File: config.mk
export PLATFORM = sky130hd
export DESIGN_NAME = return_address_stack_unit
export DESIGN_NICKNAME = d
export VERILOG_FILES = /design/src/stack_storage.v /design/src/fetch_gate.v /design/src/return_address_stack_unit.v
export VERILOG_INCLUDE_DIRS = /design/src
export SDC_FILE = /design/constraint.sdc
export NUM_CORES = 1
export LEC_CHECK = 0
export CAP_MARGIN = 20
export CORE_MARGIN = 4
export CORE_UTILIZATION = 55
export DETAILED_ROUTE_END_ITERATION = 7
export DONT_BUFFER_PORTS = 1
export PLACE_DENSITY = 0.7
export SYNTH_ARGS = -nofsm -noshare
export SYNTH_HDL_FRONTEND = slang
export SYNTH_SLANG_ARGS = --single-unit
File: constraint.sdc
create_clock -name core_clk -period 12.5 [get_ports core_clk]
set_input_delay 3.125 -clock core_clk [delete_from_list [all_inputs] [get_ports core_clk]]
set_output_delay 3.125 -clock core_clk [all_outputs]
set_load 0.01 [all_outputs]
File: src/ras_map.vh
// register offsets, field positions, reset values and vectors for the return address stack unit
// assumes a byte-wide register port with a 3-bit word address
`ifndef RAS_MAP_VH
`define RAS_MAP_VH

// ----------------------------------------
// register offsets
// ----------------------------------------
`define RAS_OFS_PTR 3'h0
`define RAS_OFS_TOP_LOW 3'h1
`define RAS_OFS_TOP_HIGH 3'h2
`define RAS_OFS_TOP_UPPER 3'h3
`define RAS_OFS_PC_LOW 3'h4
`define RAS_OFS_PC_HIGH_LATCH 3'h5
`define RAS_OFS_PC_UPPER_LATCH 3'h6
`define RAS_OFS_CTRL 3'h7

// ----------------------------------------
// field positions
// ----------------------------------------
`define RAS_PTR_FULL_BIT 7
`define RAS_PTR_UNF_BIT 6
`define RAS_CTRL_OVF_RST_BIT 0
`define RAS_CTRL_SW_PUSH_BIT 1
`define RAS_CTRL_SW_POP_BIT 2

// ----------------------------------------
// sizes, reset values and vectors
// ----------------------------------------
`define RAS_PC_W 21
`define RAS_PTR_W 5
`define RAS_PTR_TOP 5'h1F
`define RAS_PTR_LAST_FREE 5'h1E
`define RAS_PTR_RST 5'h00
`define RAS_PC_RST 21'h000000
`define RAS_PC_STEP 21'h000002
`define RAS_VEC_RESET 21'h000000
`define RAS_VEC_INT_HIGH 21'h000008
`define RAS_VEC_INT_LOW 21'h000018
`define RAS_OVF_RST_EN_RST 1'h1
`define RAS_MEM_32K 21'h008000
`define RAS_MEM_16K 21'h004000

`endif

File: src/stack_storage.v
// 31 x 21-bit return stack storage in flip-flops, entries 1..31
// assumes the caller never writes index 0; index 0 reads as zero
module stack_storage
(
	input wire core_clk,
	input wire wrEn,
	input wire [4:0] wrIdx,
	input wire [20:0] wrData,
	input wire [4:0] rdIdx,
	output wire [20:0] rdData
);

	// ----------------------------------------
	// entry array
	// ----------------------------------------
	wire [20:0] entryQ [0:31];

	// no storage stands behind index 0, it is only the empty state
	assign entryQ[0] = 21'h000000;

	// one flop row per entry; storage is not reset, like a ram
	genvar gi;
	generate
		for (gi = 1; gi < 32; gi = gi + 1)
		begin : gEntry
			reg [20:0] entry_ff;
			always @(posedge core_clk)
			begin
				if (wrEn && ({27'h0000000, wrIdx} == gi))
					entry_ff <= wrData;
			end
			assign entryQ[gi] = entry_ff;
		end
	endgenerate

	// top entry read by index
	assign rdData = entryQ[rdIdx];

endmodule // stack_storage

File: src/fetch_gate.v
// program fetch path: passes the memory word for implemented addresses, zero above them
// assumes the memory answers combinationally on its own bus, apart from data space
`include "ras_map.vh"

module fetch_gate
#(
	parameter [20:0] MEM_BYTES = `RAS_MEM_32K
)
(
	input wire [20:0] fetchAddr,
	input wire [15:0] memWord,
	output wire [15:0] fetchWord
);

	// ----------------------------------------
	// range check
	// ----------------------------------------
	// words above the implemented size read as all zero, a no-operation
	wire inRange;
	assign inRange = (fetchAddr < MEM_BYTES);
	assign fetchWord = inRange ? memWord : 16'h0000;

endmodule // fetch_gate

File: src/return_address_stack_unit.v
// return address stack and program counter for an 8-bit core
// assumes the sequencer raises at most one of its strobes per cycle and
// that software uses a byte-wide register port with one-cycle strobes
//
// Overview of operation
// - program counter is 21 bits, covering the whole 2-Mbyte space
// - fetches above implemented memory return all zeros
// - implemented memory size is a parameter: 32 or 16 Kbytes
// - counter starts at 0000h; interrupts vector to 0008h or 0018h
// - calls and acknowledged interrupts push the program counter
// - the return strobe pops the top entry into the counter
// - calls and returns never touch the upper and high latches
// - stack is 31 words of 21 bits; every reset clears pointer
// - pointer zero has no storage, it only marks the empty stack
// - push increments pointer, then writes the new top entry
// - pop copies the top entry to the counter, then decrements
// - stack is off both address spaces; pointer and top are registers
// - software may push and pop through the control register
// - full flag shows pointer reached or passed the 31 levels; underflow flag shows a pop when empty
// - program fetch has its own bus beside data accesses
// - interrupt wake-up with a global enable pushes and loads vector
// - full flag sets on 31st push; only software or power-on clears
// - overflow reset on: 31st push stores counter plus two, resets
// - overflow reset off: pointer stops at 31, entry 31 kept
// - pop when empty loads zero, sets underflow, pointer stays zero
`include "ras_map.vh"

module return_address_stack_unit
#(
	parameter [20:0] MEM_BYTES = `RAS_MEM_32K
)
(
	input wire core_clk,
	input wire srst,
	input wire porRst,
	input wire pcStep,
	input wire jumpValid,
	input wire [20:0] jumpTarget,
	input wire callPush,
	input wire retPop,
	input wire intAck,
	input wire intHighPri,
	input wire wakeIrq,
	input wire globalEnableHighPriority,
	input wire globalEnableLowPriority,
	input wire [2:0] regAddr,
	input wire [7:0] regWrData,
	input wire regWr,
	input wire regRd,
	output wire [7:0] regRdData,
	output wire [20:0] fetchAddr,
	input wire [15:0] memWord,
	output wire [15:0] fetchWord,
	output wire [4:0] stackPtr,
	output wire stackFull,
	output wire stackUnderflow,
	output wire stackResetReq
);

	// ----------------------------------------
	// state
	// ----------------------------------------
	reg [20:0] pc_ff;
	reg [20:0] nxt_pc;
	reg [4:0] ptr_ff;
	reg [4:0] nxt_ptr;
	reg full_ff;
	reg nxt_full;
	reg unf_ff;
	reg nxt_unf;
	reg [7:0] latchHigh_ff;
	reg [7:0] nxt_latchHigh;
	reg [4:0] latchUpper_ff;
	reg [4:0] nxt_latchUpper;
	reg ovfRstEn_ff;
	reg nxt_ovfRstEn;
	reg stackRst_ff;
	reg nxt_stackRst;
	reg [7:0] rdData_ff;
	reg [7:0] nxt_rdData;

	// storage port
	reg stWrEn;
	reg [4:0] stWrIdx;
	reg [20:0] stWrData;
	wire [20:0] topEntry;

	// ----------------------------------------
	// decode of requests
	// ----------------------------------------
	wire intTake;
	wire hwPush;
	wire swPush;
	wire swPop;
	wire anyPush;
	wire ptrWr;
	wire [20:0] intVector;
	wire [20:0] pcPlusTwo;
	wire [4:0] ptrUp;
	wire [4:0] ptrDown;

	// a wake-up counts as an acknowledge only with a global enable set
	assign intTake = intAck | (wakeIrq & (globalEnableHighPriority | globalEnableLowPriority));
	assign intVector = intHighPri ? `RAS_VEC_INT_HIGH : `RAS_VEC_INT_LOW;
	assign hwPush = callPush | intTake;
	assign swPush = regWr & (regAddr == `RAS_OFS_CTRL) & regWrData[`RAS_CTRL_SW_PUSH_BIT];
	assign swPop = regWr & (regAddr == `RAS_OFS_CTRL) & regWrData[`RAS_CTRL_SW_POP_BIT];
	assign anyPush = hwPush | swPush;
	assign ptrWr = regWr & (regAddr == `RAS_OFS_PTR);
	assign pcPlusTwo = pc_ff + `RAS_PC_STEP;
	assign ptrUp = ptr_ff + 5'h01;
	assign ptrDown = ptr_ff - 5'h01;

	// ----------------------------------------
	// stack storage
	// ----------------------------------------
	// storage has no address in program or data space
	stack_storage uStack
	(
		.core_clk(core_clk),
		.wrEn(stWrEn),
		.wrIdx(stWrIdx),
		.wrData(stWrData),
		.rdIdx(ptr_ff),
		.rdData(topEntry)
	);

	// ----------------------------------------
	// fetch path
	// ----------------------------------------
	// fetch address is its own port so data accesses never stall it
	assign fetchAddr = pc_ff;

	fetch_gate #(.MEM_BYTES(MEM_BYTES)) uFetch
	(
		.fetchAddr(pc_ff),
		.memWord(memWord),
		.fetchWord(fetchWord)
	);

	// ----------------------------------------
	// next-state logic
	// ----------------------------------------
	// software register effects first, pushes and pops last so they win a clash; any push, software or hardware, beats a pop
	always @*
	begin
		nxt_pc = pc_ff;
		nxt_ptr = ptr_ff;
		nxt_full = full_ff;
		nxt_unf = unf_ff;
		nxt_latchHigh = latchHigh_ff;
		nxt_latchUpper = latchUpper_ff;
		nxt_ovfRstEn = ovfRstEn_ff;
		nxt_stackRst = 1'b0;
		stWrEn = 1'b0;
		stWrIdx = ptr_ff;
		stWrData = topEntry;

		// pointer write; flag bits may only be cleared by writing zero
		if (ptrWr)
		begin
			nxt_ptr = regWrData[4:0];
			if (!regWrData[`RAS_PTR_FULL_BIT])
				nxt_full = 1'b0;
			if (!regWrData[`RAS_PTR_UNF_BIT])
				nxt_unf = 1'b0;
		end

		// top entry byte writes; ignored while the stack is empty
		if (regWr && (ptr_ff != `RAS_PTR_RST))
		begin
			case (regAddr)
				`RAS_OFS_TOP_LOW:
				begin
					stWrEn = 1'b1;
					stWrData = {topEntry[20:8], regWrData};
				end
				`RAS_OFS_TOP_HIGH:
				begin
					stWrEn = 1'b1;
					stWrData = {topEntry[20:16], regWrData, topEntry[7:0]};
				end
				`RAS_OFS_TOP_UPPER:
				begin
					stWrEn = 1'b1;
					stWrData = {regWrData[4:0], topEntry[15:0]};
				end
				default:
				begin
					stWrEn = 1'b0;
				end
			endcase
		end

		// latch and control writes
		if (regWr && (regAddr == `RAS_OFS_PC_HIGH_LATCH))
			nxt_latchHigh = regWrData;
		if (regWr && (regAddr == `RAS_OFS_PC_UPPER_LATCH))
			nxt_latchUpper = regWrData[4:0];
		if (regWr && (regAddr == `RAS_OFS_CTRL))
			nxt_ovfRstEn = regWrData[`RAS_CTRL_OVF_RST_BIT];

		// reading the low counter byte snapshots the upper bytes into the latches
		if (regRd && (regAddr == `RAS_OFS_PC_LOW))
		begin
			nxt_latchHigh = pc_ff[15:8];
			nxt_latchUpper = pc_ff[20:16];
		end

		// ordinary counter flow; bit 0 stays clear to keep word alignment
		if (regWr && (regAddr == `RAS_OFS_PC_LOW))
			nxt_pc = {latchUpper_ff, latchHigh_ff, regWrData[7:1], 1'b0};
		else if (jumpValid)
			nxt_pc = {jumpTarget[20:1], 1'b0};
		else if (pcStep)
			nxt_pc = pcPlusTwo;

		// push: raise pointer, then write the entry it now selects
		if (anyPush)
		begin
			if (ptr_ff == `RAS_PTR_TOP)
			begin
				// already full: pointer parks and entry 31 is kept
				nxt_ptr = `RAS_PTR_TOP;
				nxt_full = 1'b1;
			end
			else if (ptr_ff == `RAS_PTR_LAST_FREE)
			begin
				stWrEn = 1'b1;
				stWrIdx = `RAS_PTR_TOP;
				nxt_full = 1'b1;
				if (ovfRstEn_ff)
				begin
					stWrData = pcPlusTwo;
					nxt_ptr = `RAS_PTR_RST;
					nxt_stackRst = 1'b1;
				end
				else
				begin
					stWrData = pc_ff;
					nxt_ptr = `RAS_PTR_TOP;
				end
			end
			else
			begin
				stWrEn = 1'b1;
				stWrIdx = ptrUp;
				stWrData = pc_ff;
				nxt_ptr = ptrUp;
			end
			// calls write the counter directly; latches stay as they are
			if (intTake)
				nxt_pc = intVector;
			else if (callPush)
				nxt_pc = {jumpTarget[20:1], 1'b0};
			if (nxt_stackRst)
				nxt_pc = `RAS_VEC_RESET;
		end
		else if (retPop)
		begin
			// pop: copy the top entry out, then lower the pointer
			if (ptr_ff == `RAS_PTR_RST)
			begin
				nxt_pc = `RAS_PC_RST;
				nxt_unf = 1'b1;
				nxt_ptr = `RAS_PTR_RST;
				nxt_stackRst = ovfRstEn_ff;
			end
			else
			begin
				nxt_pc = topEntry;
				nxt_ptr = ptrDown;
			end
		end
		else if (swPop)
		begin
			// software pop only discards the top entry
			if (ptr_ff == `RAS_PTR_RST)
				nxt_unf = 1'b1;
			else
				nxt_ptr = ptrDown;
		end
	end

	// ----------------------------------------
	// register read mux
	// ----------------------------------------
	// data stands only in the cycle after the read strobe
	always @*
	begin
		nxt_rdData = 8'h00;
		if (regRd)
		begin
			case (regAddr)
				`RAS_OFS_PTR: nxt_rdData = {full_ff, unf_ff, 1'b0, ptr_ff};
				`RAS_OFS_TOP_LOW: nxt_rdData = topEntry[7:0];
				`RAS_OFS_TOP_HIGH: nxt_rdData = topEntry[15:8];
				`RAS_OFS_TOP_UPPER: nxt_rdData = {3'h0, topEntry[20:16]};
				`RAS_OFS_PC_LOW: nxt_rdData = pc_ff[7:0];
				`RAS_OFS_PC_HIGH_LATCH: nxt_rdData = latchHigh_ff;
				`RAS_OFS_PC_UPPER_LATCH: nxt_rdData = {3'h0, latchUpper_ff};
				`RAS_OFS_CTRL: nxt_rdData = {7'h00, ovfRstEn_ff};
				default: nxt_rdData = 8'h00;
			endcase
		end
	end

	// ----------------------------------------
	// flip-flops
	// ----------------------------------------
	// flags survive the ordinary reset; a set in the same cycle beats a clear
	always @(posedge core_clk)
	begin
		if (porRst)
		begin
			full_ff <= 1'b0;
			unf_ff <= 1'b0;
		end
		else
		begin
			full_ff <= nxt_full;
			unf_ff <= nxt_unf;
		end
	end

	// core state; only srst and porRst reset it, the stack reset request is just an output
	always @(posedge core_clk)
	begin
		if (srst || porRst)
		begin
			pc_ff <= `RAS_PC_RST;
			ptr_ff <= `RAS_PTR_RST;
			latchHigh_ff <= 8'h00;
			latchUpper_ff <= 5'h00;
			ovfRstEn_ff <= `RAS_OVF_RST_EN_RST;
			stackRst_ff <= 1'b0;
			rdData_ff <= 8'h00;
		end
		else
		begin
			pc_ff <= nxt_pc;
			ptr_ff <= nxt_ptr;
			latchHigh_ff <= nxt_latchHigh;
			latchUpper_ff <= nxt_latchUpper;
			ovfRstEn_ff <= nxt_ovfRstEn;
			stackRst_ff <= nxt_stackRst;
			rdData_ff <= nxt_rdData;
		end
	end

	// ----------------------------------------
	// outputs
	// ----------------------------------------
	assign regRdData = rdData_ff;
	assign stackPtr = ptr_ff;
	assign stackFull = full_ff;
	assign stackUnderflow = unf_ff;
	assign stackResetReq = stackRst_ff;

endmodule // return_address_stack_unit

==> summary.md <==
| Metric | Value |
|---|---|
| Final Max Slew Viols | 0 |
| CTS tree | yes |
| Clk root buf | clkbuf_16 |
| Initial antenna violation count | 1 |
| Fin crit period | 6.42 ns |
| Net count after synthesis | 1956 |
| Hold buffers post-CTS | 0 |
| Port Buf Inserts | 0 |
| Seq/Total Area, Yosys | 68.1% |
| Crit-path cells | and2_1 |
| Die area | 58700 sq um |
| Vias in the first global route | 17900 |
| Worst path slowest cell | and2_1 |
| Clock Sinks | 702 |
| Buf/Inv on CP | 0 |
| Largest net degree at the start of global routing | 84 |
| Async SR Flop Fraction | 0% |
| Post-Route WL | 84600 um |
| Kind of cell adding the most delay to the critical path | simple AND/OR/NAND/NOR gates |
| Clock skew | 0.0207 ns |
| First-pass GRT wire length | 123000 um |
| Die Wd | 242 um |
| Worst-case clock buffer depth | 3 |
| Vias per cell | 6.80 |
| Top cells by count, synth | edfxtp_1, mux2i_1, nor2_1, mux4_2, nand2_1 |
| CP arrival | 3.30 ns |
| Mapped Area | 30200 sq um |
| Area leader, netlist | edfxtp_1 |
| Total negative slack | 0 ns |
| Most used DFF post-synth | edfxtp_1 |
| Status | completed |
| Worst Setup Start Kind | input port |
| Post-synth cell types | 95 |
| Fin crit share | 51.4% |
| I/O pin total | 115 |
| Final setup vio count | 0 |
| Antenna Violating Nets Remaining | 0 |
| Count leader, synth | edfxtp_1 |
| Reg area | 20600 sq um |
| Worst hold path class | reg -> reg |
| Fmax | 0.156 GHz |
| GPL Wtd Cong | 0.977 |
| Relative slew margins | 25.1% |
| Clock latency on the worst-skew pair | 0.61 ns |
| Rows | 85 |
| Final net count | 1987 |
| #FFs+latches synth | 702 |
| Endpoints failing hold | 0 |
| Avg Cell Area, Syn | 16.0 sq um |
| CP Data Required Time | 9.38 ns |
| Yosys Warn Count | 0 |
| Worst-path fanout max | 1 |
| Core area | 54100 sq um |
| Gr usage total | 28.5% |
| Initial DRC count | 2183 |
| Drt wl/cell | 31.7 um |
| Pleak | 10.6 nW |
| Htree depth | 3 |
| Clk slew on worst S/H paths | 0.06 ns |
| Detailed placement HPWL | 53100 um |
| Fillcell total | 3873 |
| DRC viols | 0 |
| Post-CTS sizing | 0 |
| Pwr dens | 151 nW/um^2 |
| RSZ-0062 raised after global routing | no |
| Drt pass-1 iters | 5 |
| Die height | 242 um |
| Maxcap violations | 0 |
| Post CTS Setup Buffer Count | 0 |
| Number of enable flip-flop cells after synthesis | 651 |
| CTS buffer count | 71 |
| Initial Util | 55.8% |
| Slew @ Worst Pin | 1.11 ns |
| Largest stage delay, worst path | 0.17 ns |
| Global route overflow | 0 |
| Tot Pwr | 5.03 mW |
| Vias after detailed routing | 18100 |
| Synth Instances | 1888 |
| Layout area overhead | 10.7% |
| Footprint of the multi-input gates | 9030 sq um |
| Area contributors post-synth | edfxtp_1, mux4_2, mux2i_1 |
| Layout cell share with drive strength beyond 1 | 20.1% |
| Max VDD drop | 128 uV |
| WS Path Type | in -> out |
| Crit end category | primary output |
| Top cell type's share of synthesized area | 64.7% |
-- per-layer routing --
metal	wire [um]	vias up	GRT usage (%)
met5	13	-	0
met4	3910	2	12.7
met3	8210	203	6.21
met2	40500	1084	45.7
met1	32000	9184	37.9
li1	-	7674	-
-- worst paths after layout --
kind / cells past startpoint / slack, ns / startpoint / to
setup / recovery: 1 / 6.08 / memWord[1] / fetchWord[1]
hold / removal: 2 / 0.58 / latchUpper_ff[1] / latchUpper_ff[1]
setup reg to reg: 11 / 7.27 / stackPtr[1] / uStack.gEntry[2].entry_ff[20]
hold reg to reg: 2 / 0.58 / latchUpper_ff[1] / latchUpper_ff[1]
-- power by group --
group	switching, mW	internal, mW	leakage, nW
Sequential	0.0217	2.60	6.31
Clock	0.864	1.21	1.10
Combinational	0.222	0.115	3.23
-- per-stage QoR --
| step | setup slack (ns) | util (%) | std cells | hold WS (ns) | instance area, sq um |
|---|---|---|---|---|---|
| floorplan | 5.88 | - | 1888 | 0.476 | 30200 |
| global placement | 6.06 | 57.6 | 2539 | 0.561 | 31200 |
| detailed placement | 6.01 | 57.6 | 2540 | 0.561 | 31200 |
| CTS | 6.07 | 61.7 | 2666 | 0.574 | 33400 |
| global route | 6.07 | 61.8 | 2668 | 0.608 | 33400 |
| finish | 6.08 | 61.8 | 2669 | 0.581 | 33500 |
-- flip-flops by register name, summed over array words and instances, names as in the netlist --
| name | flops |
|---|---|
| fetchAddr | 21 |
| latchHigh_ff | 8 |
| latchUpper_ff | 5 |
| ovfRstEn_ff | 1 |
| regRdData | 8 |
| stackFull | 1 |
| stackPtr | 5 |
| stackResetReq | 1 |
| stackUnderflow | 1 |
| uStack.gEntry.entry_ff | 651 |
-- cell type report --
type                       count  share of cell area (%)
sequential                   702                    61.5
multi-input combinational   1042                    27.0
clock buffer                  90                    5.72
tap                          696                    2.60
timing repair buffer          81                    1.90
clock inverter                36                    1.03
inverter                      21                   0.236
antenna                        1                 0.00748
-- cell families after synthesis --
family / after synthesis / share of synthesized area [%]
flops: 702 / 68.1
mux: 262 / 13.0
simple gates: 365 / 6.06
compound gates: 370 / 8.86
xor+xnor: 39 / 1.13
fa+ha+maj: 6 / 0.249
buf+inv: 144 / 2.56
-- cell usage in the layout, fill, tap and decap left out, types with 9 or more instances in the layout --
| cell type | instances |
|---|---|
| nor3_1 | 23 |
| a21oi_2 | 10 |
| a21oi_1 | 49 |
| xnor2_1 | 22 |
| nor2_1 | 77 |
| a22oi_1 | 22 |
| a221o_1 | 9 |
| nand2_1 | 86 |
| a31oi_1 | 10 |
| o21a_1 | 9 |
| clkbuf_16 | 74 |
| o22ai_1 | 33 |
| xor2_1 | 17 |
| o211ai_1 | 16 |
| nor2_2 | 33 |
| buf_4 | 78 |
| and3_1 | 13 |
| mux2i_1 | 118 |
| a211oi_1 | 25 |
| a22o_1 | 13 |
| o221ai_1 | 15 |
| mux2_2 | 39 |
| edfxtp_1 | 651 |
| o21ai_0 | 47 |
| mux4_2 | 99 |
| inv_1 | 18 |
| nand3_1 | 25 |
| nor2b_1 | 10 |
| clkinv_1 | 16 |
| nand4_1 | 11 |
| and2_1 | 21 |
| clkbuf_1 | 16 |
| nand2b_1 | 16 |
| dfxtp_1 | 46 |
| a221oi_1 | 17 |
(Power assumes the default switching activity.)
